$ cat src/qtc_pkg.sv
package qtc_pkg;

  // ----------------------------------------------------------------
  // Register map
  // ----------------------------------------------------------------
  localparam logic [7:0] SFR_PAGE_TIMER = 8'h00;
  localparam logic [7:0] ADDR_T0_UPPER  = 8'h8C;
  localparam logic [7:0] ADDR_T1_UPPER  = 8'h8D;
  localparam logic [7:0] RST_UPPER      = 8'h00;
  localparam logic [7:0] RDATA_UNMAPPED = 8'h00;

  // ----------------------------------------------------------------
  // Clock dividers, in system clock cycles or source events
  // ----------------------------------------------------------------
  localparam int unsigned DIV_SYS12 = 12;
  localparam int unsigned DIV_SYS4  = 4;
  localparam int unsigned DIV_SYS48 = 48;
  localparam int unsigned DIV_ALT8  = 8;

  // ----------------------------------------------------------------
  // Overflow and capture flag positions
  // ----------------------------------------------------------------
  localparam int unsigned FLG_T0     = 0;
  localparam int unsigned FLG_T1     = 1;
  localparam int unsigned FLG_T23_LO = 2;  // Plus 2 * timer index.
  localparam int unsigned FLG_T23_HI = 3;  // Plus 2 * timer index.
  localparam int unsigned FLG_CAP    = 6;  // Plus timer index.

  // ----------------------------------------------------------------
  // Modes and clock choices
  // ----------------------------------------------------------------
  typedef enum logic [1:0] {
    T01_MODE_13BIT, T01_MODE_16BIT, T01_MODE_8BIT_RELOAD, T01_MODE_SPLIT
  } qtc_t01_mode_e;

  typedef enum logic [1:0] {
    T23_SYS_DIV12, T23_SYS, T23_ALT_DIV8, T23_COMP
  } qtc_t23_clk_e;

  typedef struct packed {
    logic [7:0] page;
    logic [7:0] addr;
    logic       wr;
    logic       rd;
    logic [7:0] wdata;
  } qtc_sfr_req_s;

  typedef struct packed {
    logic          run;
    logic          counter_mode;
    logic          source_select;  // High picks the undivided system clock.
    qtc_t01_mode_e mode;
  } qtc_t01_cfg_s;

  typedef struct packed {
    logic         run;
    logic         split;
    logic         capture;
    qtc_t23_clk_e clk_sel;
  } qtc_t23_cfg_s;

  typedef struct packed {
    logic [1:0][15:0] t01;
    logic [1:0][15:0] t23;
    logic [1:0][15:0] cap;
    logic [7:0]       flag;
    logic [1:0]       pin_smp;
    logic [1:0]       pin_prev;
    logic [1:0]       cmp_prev;
    logic [7:0]       rdata;
  } qtc_state_s;

endpackage

$ cat src/qtc_div.sv
`timescale 1ns/1ns
// Divides a stream of one-cycle input events by DIV, one pulse out per DIV in.
module qtc_div #(
  parameter int unsigned DIV = 12
) (
  input  wire logic clk_i,
  input  wire logic reset_n_i,
  input  wire logic in_tick_i,
  output logic      tick_o
);
  import qtc_pkg::*;

  localparam int unsigned W = (DIV > 2) ? $clog2(DIV) : 1;
  localparam logic [W-1:0] LAST = W'(DIV - 1);

  typedef struct packed {
    logic [W-1:0] cnt;
    logic         tick;
  } qtc_div_state_s;

  qtc_div_state_s st_ff;
  qtc_div_state_s nxt_st;

  // ----------------------------------------------------------------
  // Counter
  // ----------------------------------------------------------------
  // The output pulse is registered, so it lags the last input event by one cycle.
  always_comb begin
    nxt_st      = st_ff;
    nxt_st.tick = 1'b0;
    if (in_tick_i) begin
      if (st_ff.cnt == LAST) begin
        nxt_st.cnt  = '0;
        nxt_st.tick = 1'b1;
      end else begin
        nxt_st.cnt = st_ff.cnt + W'(1);
      end
    end
  end

  always_ff @(posedge clk_i or negedge reset_n_i) begin
    if (!reset_n_i) begin
      st_ff <= '0;
    end else begin
      st_ff <= nxt_st;
    end
  end

  assign tick_o = st_ff.tick;

endmodule

$ cat src/qtc_timers.sv
`timescale 1ns/1ns
// Operation
// - Timers 0 and 1 offer 13-bit, 16-bit and 8-bit auto-reload modes.
// - Only timer 0 splits into two 8-bit counters; timer 1 holds in that mode.
// - Timers 2 and 3 run 16-bit auto-reload or two 8-bit auto-reload halves.
// - Timers 2 and 3 capture their count on a selected source event.
// - Timers 0 and 1 clock from five sources using source select and scale bits.
// - Each of timers 0 and 1 picks prescaled clock or system clock.
// - Timers 2 and 3 clock from system clock or system clock divided by twelve.
// - Timer 2 also clocks from real-time clock divided by eight or comparator A.
// - Timer 3 also clocks from external oscillator divided by eight or comparator B.
// - In counter mode timers 0 and 1 count falling edges on their event pin.
// - Event edges up to a quarter of system clock rate are all counted.
// - Timers measure intervals, count events and flag overflows periodically.
// - Timer 0 upper byte is read/write at page 0, address 0x8C, reset zero.
// - Timer 1 upper byte is read/write at page 0, address 0x8D, reset zero.
module qtc_timers (
  input  wire logic                 clk_i,
  input  wire logic                 reset_n_i,
  input  wire qtc_pkg::qtc_sfr_req_s sfr_req_i,
  output logic [7:0]                sfr_rdata_o,
  input  wire qtc_pkg::qtc_t01_cfg_s timer_zero_cfg_i,
  input  wire qtc_pkg::qtc_t01_cfg_s timer_one_cfg_i,
  input  wire logic                 prescale_select_high_i,
  input  wire logic                 prescale_select_low_i,
  input  wire logic                 timer_zero_event_pin_i,
  input  wire logic                 timer_one_event_pin_i,
  input  wire qtc_pkg::qtc_t23_cfg_s timer_two_cfg_i,
  input  wire qtc_pkg::qtc_t23_cfg_s timer_three_cfg_i,
  input  wire logic [1:0][15:0]     t23_reload_i,
  input  wire logic                 rtc_tick_i,
  input  wire logic                 ext_osc_tick_i,
  input  wire logic                 comparator_a_output_i,
  input  wire logic                 comparator_b_output_i,
  input  wire logic [7:0]           flag_clear_i,
  output logic [7:0]                flag_o,
  output logic [1:0][15:0]          t01_count_o,
  output logic [1:0][15:0]          t23_count_o,
  output logic [1:0][15:0]          t23_capture_o
);
  import qtc_pkg::*;

  qtc_state_s   st_ff;
  qtc_state_s   nxt_st;
  logic         sys12_tick;
  logic         sys4_tick;
  logic         sys48_tick;
  logic         ext8_tick;
  logic         rtc8_tick;
  logic         pre_tick;
  logic [1:0]   fall;
  logic [1:0]   cmp_rise;
  logic [1:0]   t01_tick;
  logic [1:0]   t01_tmr_tick;
  logic [1:0]   wr_upper;
  qtc_t01_cfg_s t01_cfg [2];
  qtc_t23_cfg_s t23_cfg [2];

  // ----------------------------------------------------------------
  // Helpers
  // ----------------------------------------------------------------
  // One counting step of timer 0 or 1; bit 16 is the overflow.
  function automatic logic [16:0] t01_step(input qtc_t01_mode_e m, input logic [15:0] c);
    logic [12:0] n13;
    n13 = {c[15:8], c[4:0]} + 13'h0001;
    case (m)
      T01_MODE_13BIT:       t01_step = {&{c[15:8], c[4:0]}, n13[12:5], c[7:5], n13[4:0]};
      T01_MODE_16BIT:       t01_step = {&c, c + 16'h0001};
      T01_MODE_8BIT_RELOAD: t01_step = {&c[7:0], c[15:8], (&c[7:0]) ? c[15:8] : c[7:0] + 8'h01};
      T01_MODE_SPLIT:       t01_step = {&c[7:0], c[15:8], c[7:0] + 8'h01};
      default:              t01_step = {1'b0, c};
    endcase
  endfunction

  // An 8-bit auto-reload step; bit 8 is the overflow.
  function automatic logic [8:0] ar8(input logic [7:0] c, input logic [7:0] rl);
    ar8 = {&c, (&c) ? rl : c + 8'h01};
  endfunction

  // ----------------------------------------------------------------
  // Clock sources
  // ----------------------------------------------------------------
  qtc_div #(.DIV(DIV_SYS12)) u_sys12 (.clk_i(clk_i), .reset_n_i(reset_n_i),
    .in_tick_i(1'b1), .tick_o(sys12_tick));
  qtc_div #(.DIV(DIV_SYS4)) u_sys4 (.clk_i(clk_i), .reset_n_i(reset_n_i),
    .in_tick_i(1'b1), .tick_o(sys4_tick));
  qtc_div #(.DIV(DIV_SYS48)) u_sys48 (.clk_i(clk_i), .reset_n_i(reset_n_i),
    .in_tick_i(1'b1), .tick_o(sys48_tick));
  qtc_div #(.DIV(DIV_ALT8)) u_ext8 (.clk_i(clk_i), .reset_n_i(reset_n_i),
    .in_tick_i(ext_osc_tick_i), .tick_o(ext8_tick));
  qtc_div #(.DIV(DIV_ALT8)) u_rtc8 (.clk_i(clk_i), .reset_n_i(reset_n_i),
    .in_tick_i(rtc_tick_i), .tick_o(rtc8_tick));

  // Shared prescaled clock from the two scale bits.
  always_comb begin
    case ({prescale_select_high_i, prescale_select_low_i})
      2'b00:   pre_tick = sys12_tick;
      2'b01:   pre_tick = sys4_tick;
      2'b10:   pre_tick = sys48_tick;
      default: pre_tick = ext8_tick;
    endcase
  end

  // ----------------------------------------------------------------
  // Tick decode for timers 0 and 1
  // ----------------------------------------------------------------
  // Two-sample edge detect; a level held two cycles is always seen.
  assign fall     = st_ff.pin_prev & ~st_ff.pin_smp;
  assign cmp_rise = {comparator_b_output_i, comparator_a_output_i} & ~st_ff.cmp_prev;
  assign t01_cfg  = '{timer_zero_cfg_i, timer_one_cfg_i};
  assign t23_cfg  = '{timer_two_cfg_i, timer_three_cfg_i};

  for (genvar i = 0; i < 2; i++) begin : g_t01
    assign t01_tmr_tick[i] = t01_cfg[i].source_select | pre_tick;
    assign t01_tick[i]     = t01_cfg[i].run &
                             (t01_cfg[i].counter_mode ? fall[i] : t01_tmr_tick[i]);
    assign wr_upper[i]     = sfr_req_i.wr && sfr_req_i.page == SFR_PAGE_TIMER &&
                             sfr_req_i.addr == (i == 0 ? ADDR_T0_UPPER : ADDR_T1_UPPER);
  end

  // ----------------------------------------------------------------
  // Next state
  // ----------------------------------------------------------------
  // A software write to an upper byte wins over the count in the same cycle.
  always_comb begin
    logic [16:0] s17;
    logic [8:0]  lo9;
    logic [8:0]  hi9;
    logic [7:0]  set;
    logic        t23_tick;
    logic        trig;
    s17      = '0;
    lo9      = '0;
    hi9      = '0;
    set      = '0;
    t23_tick = 1'b0;
    trig     = 1'b0;
    nxt_st          = st_ff;
    nxt_st.pin_smp  = {timer_one_event_pin_i, timer_zero_event_pin_i};
    nxt_st.pin_prev = st_ff.pin_smp;
    nxt_st.cmp_prev = {comparator_b_output_i, comparator_a_output_i};
    // Timers 0 and 1; timer 1 holds its count when asked to split.
    for (int i = 0; i < 2; i++) begin
      if (t01_tick[i] && !(i == 1 && t01_cfg[i].mode == T01_MODE_SPLIT)) begin
        s17             = t01_step(t01_cfg[i].mode, st_ff.t01[i]);
        nxt_st.t01[i]   = s17[15:0];
        set[FLG_T0 + i] = s17[16];
      end
    end
    // Split upper half of timer 0 times timer 0's timer clock path, prescaled or system clock, using timer 1's run bit.
    if (t01_cfg[0].mode == T01_MODE_SPLIT && t01_cfg[1].run && t01_tmr_tick[0]) begin
      nxt_st.t01[0][15:8] = st_ff.t01[0][15:8] + 8'h01;
      set[FLG_T1]         = &st_ff.t01[0][15:8];
    end
    for (int i = 0; i < 2; i++) begin
      if (wr_upper[i]) begin
        nxt_st.t01[i][15:8] = sfr_req_i.wdata;
      end
    end
    // Timers 2 and 3; in capture mode they count system clocks between source events.
    for (int i = 0; i < 2; i++) begin
      case (t23_cfg[i].clk_sel)
        T23_SYS_DIV12: trig = sys12_tick;
        T23_SYS:       trig = 1'b1;
        T23_ALT_DIV8:  trig = (i == 0) ? rtc8_tick : ext8_tick;
        T23_COMP:      trig = cmp_rise[i];
        default:       trig = 1'b0;
      endcase
      t23_tick = t23_cfg[i].run & (t23_cfg[i].capture | trig);
      if (t23_cfg[i].run && t23_cfg[i].capture && trig) begin
        nxt_st.cap[i]         = st_ff.t23[i];
        set[FLG_CAP + i]      = 1'b1;
      end
      if (t23_tick) begin
        lo9 = ar8(st_ff.t23[i][7:0], t23_reload_i[i][7:0]);
        hi9 = ar8(st_ff.t23[i][15:8], t23_reload_i[i][15:8]);
        if (t23_cfg[i].split) begin
          nxt_st.t23[i]             = {hi9[7:0], lo9[7:0]};
          set[FLG_T23_LO + 2 * i]   = lo9[8];
          set[FLG_T23_HI + 2 * i]   = hi9[8];
        end else begin
          nxt_st.t23[i]             = (&st_ff.t23[i]) ? t23_reload_i[i]
                                                      : st_ff.t23[i] + 16'h0001;
          set[FLG_T23_HI + 2 * i]   = &st_ff.t23[i];
        end
      end
    end
    // A flag raised in the cycle it is cleared stays set.
    nxt_st.flag = (st_ff.flag & ~flag_clear_i) | set;
    // Register reads return the value before any same-cycle update.
    nxt_st.rdata = RDATA_UNMAPPED;
    if (sfr_req_i.rd && sfr_req_i.page == SFR_PAGE_TIMER) begin
      if (sfr_req_i.addr == ADDR_T0_UPPER) begin
        nxt_st.rdata = st_ff.t01[0][15:8];
      end else if (sfr_req_i.addr == ADDR_T1_UPPER) begin
        nxt_st.rdata = st_ff.t01[1][15:8];
      end
    end
  end

  always_ff @(posedge clk_i or negedge reset_n_i) begin
    if (!reset_n_i) begin
      st_ff <= '0;
    end else begin
      st_ff <= nxt_st;
    end
  end

  // ----------------------------------------------------------------
  // Outputs
  // ----------------------------------------------------------------
  assign sfr_rdata_o   = st_ff.rdata;
  assign flag_o        = st_ff.flag;
  assign t01_count_o   = st_ff.t01;
  assign t23_count_o   = st_ff.t23;
  assign t23_capture_o = st_ff.cap;

  // ----------------------------------------------------------------
  // Checks
  // ----------------------------------------------------------------
  a_upper0_write: assert property (@(posedge clk_i) disable iff (!reset_n_i)
    wr_upper[0] |=> t01_count_o[0][15:8] == $past(sfr_req_i.wdata))
    else $error("timer 0 upper byte write lost");
  a_upper1_read: assert property (@(posedge clk_i) disable iff (!reset_n_i)
    sfr_req_i.rd && sfr_req_i.page == SFR_PAGE_TIMER && sfr_req_i.addr == ADDR_T1_UPPER
    |=> sfr_rdata_o == $past(t01_count_o[1][15:8]))
    else $error("timer 1 upper byte read wrong");
  a_pin_fall_count: assert property (@(posedge clk_i) disable iff (!reset_n_i)
    $past(timer_zero_event_pin_i, 2) && !$past(timer_zero_event_pin_i) &&
    timer_zero_cfg_i.run && timer_zero_cfg_i.counter_mode &&
    timer_zero_cfg_i.mode == T01_MODE_16BIT && !wr_upper[0]
    |=> t01_count_o[0] == 16'($past(t01_count_o[0]) + 16'h0001))
    else $error("falling edge on event pin not counted");
  a_no_edge_hold: assert property (@(posedge clk_i) disable iff (!reset_n_i)
    !fall[1] && timer_one_cfg_i.counter_mode && !wr_upper[1]
    |=> $stable(t01_count_o[1]))
    else $error("counter moved without an event edge");
  a_sysclk_count: assert property (@(posedge clk_i) disable iff (!reset_n_i)
    timer_zero_cfg_i.run && !timer_zero_cfg_i.counter_mode &&
    timer_zero_cfg_i.source_select && timer_zero_cfg_i.mode == T01_MODE_16BIT && !wr_upper[0]
    ##1 timer_zero_cfg_i.run && !timer_zero_cfg_i.counter_mode &&
    timer_zero_cfg_i.source_select && timer_zero_cfg_i.mode == T01_MODE_16BIT && !wr_upper[0]
    |=> t01_count_o[0] == 16'($past(t01_count_o[0], 2) + 16'h0002))
    else $error("system clock selection does not count every cycle");
  a_t0_reload: assert property (@(posedge clk_i) disable iff (!reset_n_i)
    t01_tick[0] && timer_zero_cfg_i.mode == T01_MODE_8BIT_RELOAD &&
    t01_count_o[0][7:0] == 8'hFF && !wr_upper[0]
    |=> t01_count_o[0][7:0] == $past(t01_count_o[0][15:8]) && flag_o[FLG_T0])
    else $error("8-bit reload or overflow flag missing");
  a_t1_split_hold: assert property (@(posedge clk_i) disable iff (!reset_n_i)
    timer_one_cfg_i.mode == T01_MODE_SPLIT && !wr_upper[1] |=> $stable(t01_count_o[1]))
    else $error("timer 1 counted in split mode");
  a_t2_reload: assert property (@(posedge clk_i) disable iff (!reset_n_i)
    timer_two_cfg_i.run && !timer_two_cfg_i.split && !timer_two_cfg_i.capture &&
    timer_two_cfg_i.clk_sel == T23_SYS && t23_count_o[0] == 16'hFFFF
    |=> t23_count_o[0] == $past(t23_reload_i[0]) && flag_o[FLG_T23_HI])
    else $error("timer 2 16-bit reload wrong");
  a_t3_capture: assert property (@(posedge clk_i) disable iff (!reset_n_i)
    timer_three_cfg_i.run && timer_three_cfg_i.capture &&
    timer_three_cfg_i.clk_sel == T23_COMP && cmp_rise[1]
    |=> t23_capture_o[1] == $past(t23_count_o[1]) && flag_o[FLG_CAP + 1])
    else $error("timer 3 capture missed");

endmodule

$ cat config.mk
export PLATFORM = sky130hd
export DESIGN_NAME = qtc_timers
export DESIGN_NICKNAME = d
export VERILOG_FILES = /design/src/qtc_pkg.sv /design/src/qtc_div.sv /design/src/qtc_timers.sv
export SDC_FILE = /design/constraint.sdc
export NUM_CORES = 1
export LEC_CHECK = 0
export BUFFER_PORTS_ARGS = -buffer_cell sky130_fd_sc_hd__buf_2
export CAP_MARGIN = 10
export CORE_MARGIN = 5
export CORE_UTILIZATION = 45
export DETAILED_ROUTE_END_ITERATION = 8
export PLACE_DENSITY = 0.78
export SLEW_MARGIN = 0
export SYNTH_ARGS = -nofsm -noshare
export SYNTH_HDL_FRONTEND = slang
export SYNTH_SLANG_ARGS = --single-unit
$ cat constraint.sdc
create_clock -name clk_i -period 6.1 [get_ports clk_i]
set_input_delay 0.305 -clock clk_i [delete_from_list [all_inputs] [get_ports clk_i]]
set_output_delay 0.305 -clock clk_i [all_outputs]
set_load 0.005 [all_outputs]
==> flow_summary.json <==
{
  "postCtsSetupBuffers": 0,
  "relSlewSlack": 0.280,
  "synthCells": 864,
  "die_h_microns": 145,
  "firstDrtPassIters": 4,
  "use_met2": 0.277,
  "cp-start-kind": "input pin",
  "final_antenna_net_count": 0,
  "final_nets": 1067,
  "hold_path_class": "in2reg",
  "stdcell_count": 1200,
  "final_common_cell": "buf_2",
  "synth-warning-count": 0,
  "worstRegToRegCells": 6,
  "power_w": 0.00340,
  "grt_busiest_layer": "met2",
  "path_delay_family": "compound AO/OA/AOI/OAI gates",
  "fin_util": 0.517,
  "cp.arrival_ns": 2.68,
  "layout_min_cycle_time_ns": 2.38,
  "clk_pin_slew_ns": 0.06,
  "numCtsBuffers": 17,
  "io-pin-count": 208,
  "num_rows": 49,
  "cts_buffer_depth": 2,
  "ys_ff_latch": 141,
  "io_buffers": 207,
  "min_path_cells": 1,
  "cts_tree": "built",
  "multi_input_area_sq_um": 3560,
  "synthSimpleGateAreaFrac": 0.158,
  "crit_required_ns": 6.40,
  "timing.final.max_slew_violations": 0,
  "yosys.cell_types.count": 74,
  "dr_total_vias": 6481,
  "start_util": 0.455,
  "rsz0062_at_grt": "false",
  "cp_max_fo": 16,
  "drt-total-wl_microns": 19200,
  "p_leak_nw": 4.31,
  "ys.flop_type": "dfrtp_1",
  "final_cell_mix": "206 x buf_2, 141 x dfrtp_1, 83 x nand2_1",
  "post-route-drc-count": 0,
  "setup_tns_ns": 0,
  "dp.cells": 1163,
  "min_to": "st_ff[8]",
  "drt-vias-per-instance": 5.40,
  "routedWlPerCell_microns": 16.0,
  "synthMuxAreaShare": 0.0814,
  "min_period_over_period": 0.390,
  "maxCapViolCount": 0,
  "hold_violations": 0,
  "postSynth.asyncResetShare": 1.00,
  "worstHoldStart": "comparator_a_output_i",
  "first_iter_violations": 479,
  "crit_buf_inv": 2,
  "htreeDepth": 4,
  "synth_xor_area_frac": 0.0183,
  "cts_repair_resize_count": 0,
  "die_w_microns": 145,
  "met1_usage": 0.261,
  "grt_pass1_vias": 6114,
  "cts.sinks": 141,
  "ys_seq_area_frac": 0.433,
  "use_met3": 0.0400,
  "cts_root_buffer": "clkbuf_16",
  "power-per-cell-area_nw_per_um2": 367,
  "core_region_area_sq_um": 17900,
  "synth-compound-area-share": 0.157,
  "gr-total-overflow": 0,
  "synth_top_family_by_area": "simple AND/OR/NAND/NOR gates",
  "finalWeightedCongestion": 0.884,
  "yosys.area_share.adder": 0.0215,
  "fill_cells": 1632,
  "crit_path_max_incr_delay_ns": 0.83,
  "synth_area_sq_um": 8150,
  "drive_gt1_frac": 0.304,
  "grt_pass1_wl_microns": 30800,
  "hold_buffers": 4,
  "endpoint_kind": "flip-flop",
  "setup_violations": 0,
  "timing.rr.end": "t23_count_o[16]",
  "skew_ns": 0.0156,
  "critPathKind": "in2reg",
  "clk_latency_ns": 0.41,
  "synth_edf_count": 0,
  "die_area_sq_um": 20900,
  "antenna_found_initial": 1,
  "grt_max_degree": 76,
  "seqCellArea_sq_um": 3530,
  "r2r-start": "u_sys12.tick_o",
  "path_cells": "dlygate4sd3_1 -> buf_2 -> nand2b_1 -> a21boi_0 -> or2_2 -> o21ai_1 -> nor2_1 -> a221o_1",
  "syn-num-nets": 974,
  "dp_hpwl_microns": 14300,
  "max-vdd-ir-drop_mv": 0.188,
  "synth_area_per_cell_sq_um": 9.43,
  "reg2reg_slack_ns": 3.76,
  "slowest_stage": "o21ai_1",
  "grt_usage": 0.184,
  "area_growth_pct": 13.6,
  "tightest_slew_ns": 1.07,
  "max_freq_ghz": 0.420,
  "outcome": "complete, no violations"
}
## through the flow
step | hold WS (ns) | area, sq um | setup WS (ns)
global placement | 0.343 | 8550 | 3.80
global route | 0.00541 | 9260 | 3.49
CTS | 0.00894 | 9260 | 3.72
detailed placement | 0.341 | 8550 | 3.75
floorplan | 0.00941 | 8150 | 4.13
finish | 0.0354 | 9260 | 3.72
## cell usage after synthesis (12+ instances only)
cell type,count,share of area
nand2_1,83,0.038
nor3_1,13,0.0080
a31oi_1,12,0.0092
o21ai_0,59,0.036
ha_1,14,0.021
clkbuf_1,19,0.0088
nand3_1,32,0.020
inv_1,27,0.012
buf_4,112,0.10
dfrtp_1,141,0.43
a21oi_1,51,0.031
mux2i_1,22,0.027
nor2_1,65,0.030
mux2_2,37,0.051
## cell families after synthesis
kind of cell | after synthesis
muxes | 60
buffers and inverters | 168
xor gates and xnor gates | 17
adders and majority gates | 14
and+or+nand+nor | 264
DFF | 141
AOI/OAI and AO/OA | 200
## worst max path at each step
stage,depth (start not counted),endpoint,slack [ns],start
after global placement,6,t23_count_o[16],3.80,u_sys12.tick_o
after detailed placement,6,t23_count_o[16],3.75,u_sys12.tick_o
final,8,t23_count_o[16],3.72,comparator_b_output_i
after global routing,6,t23_count_o[16],3.49,u_sys12.tick_o
after floorplan,8,t01_count_o[29],4.13,t01_count_o[16]
after CTS,8,t23_count_o[16],3.72,comparator_b_output_i
## flip-flops by register name, indices dropped and copies added (netlist names), 4 cells and up
signal / flops
flag_o: 8
t01_count_o: 32
u_sys48.st_ff: 6
t23_count_o: 32
sfr_rdata_o: 8
st_ff: 4
u_sys12.st_ff: 4
t23_capture_o: 32
## power breakdown
group	leakage, nW	total, W	switching, W	internal (W)
logic	2.20	0.000791	0.000380	0.000411
clock network	0.316	0.00116	0.000394	0.000771
registers	1.79	0.00144	0.000282	0.00116
## final cells by class
class,instances,share of cell area
antenna,1,0.000270
timing repair buffer,215,0.120
clock buffer,23,0.0527
tap,229,0.0310
sequential,141,0.381
inverter,27,0.0109
multi-input combinational,555,0.384
clock inverter,9,0.0196
## per-layer routing
layer / vias up / routed length, microns
li1: 3160 / -
met2: 195 / 8990
met4: 0 / 410
met5: - / 0
met1: 3088 / 8650
met3: 38 / 1160
Note: power is estimated with default switching activity, not from simulation.
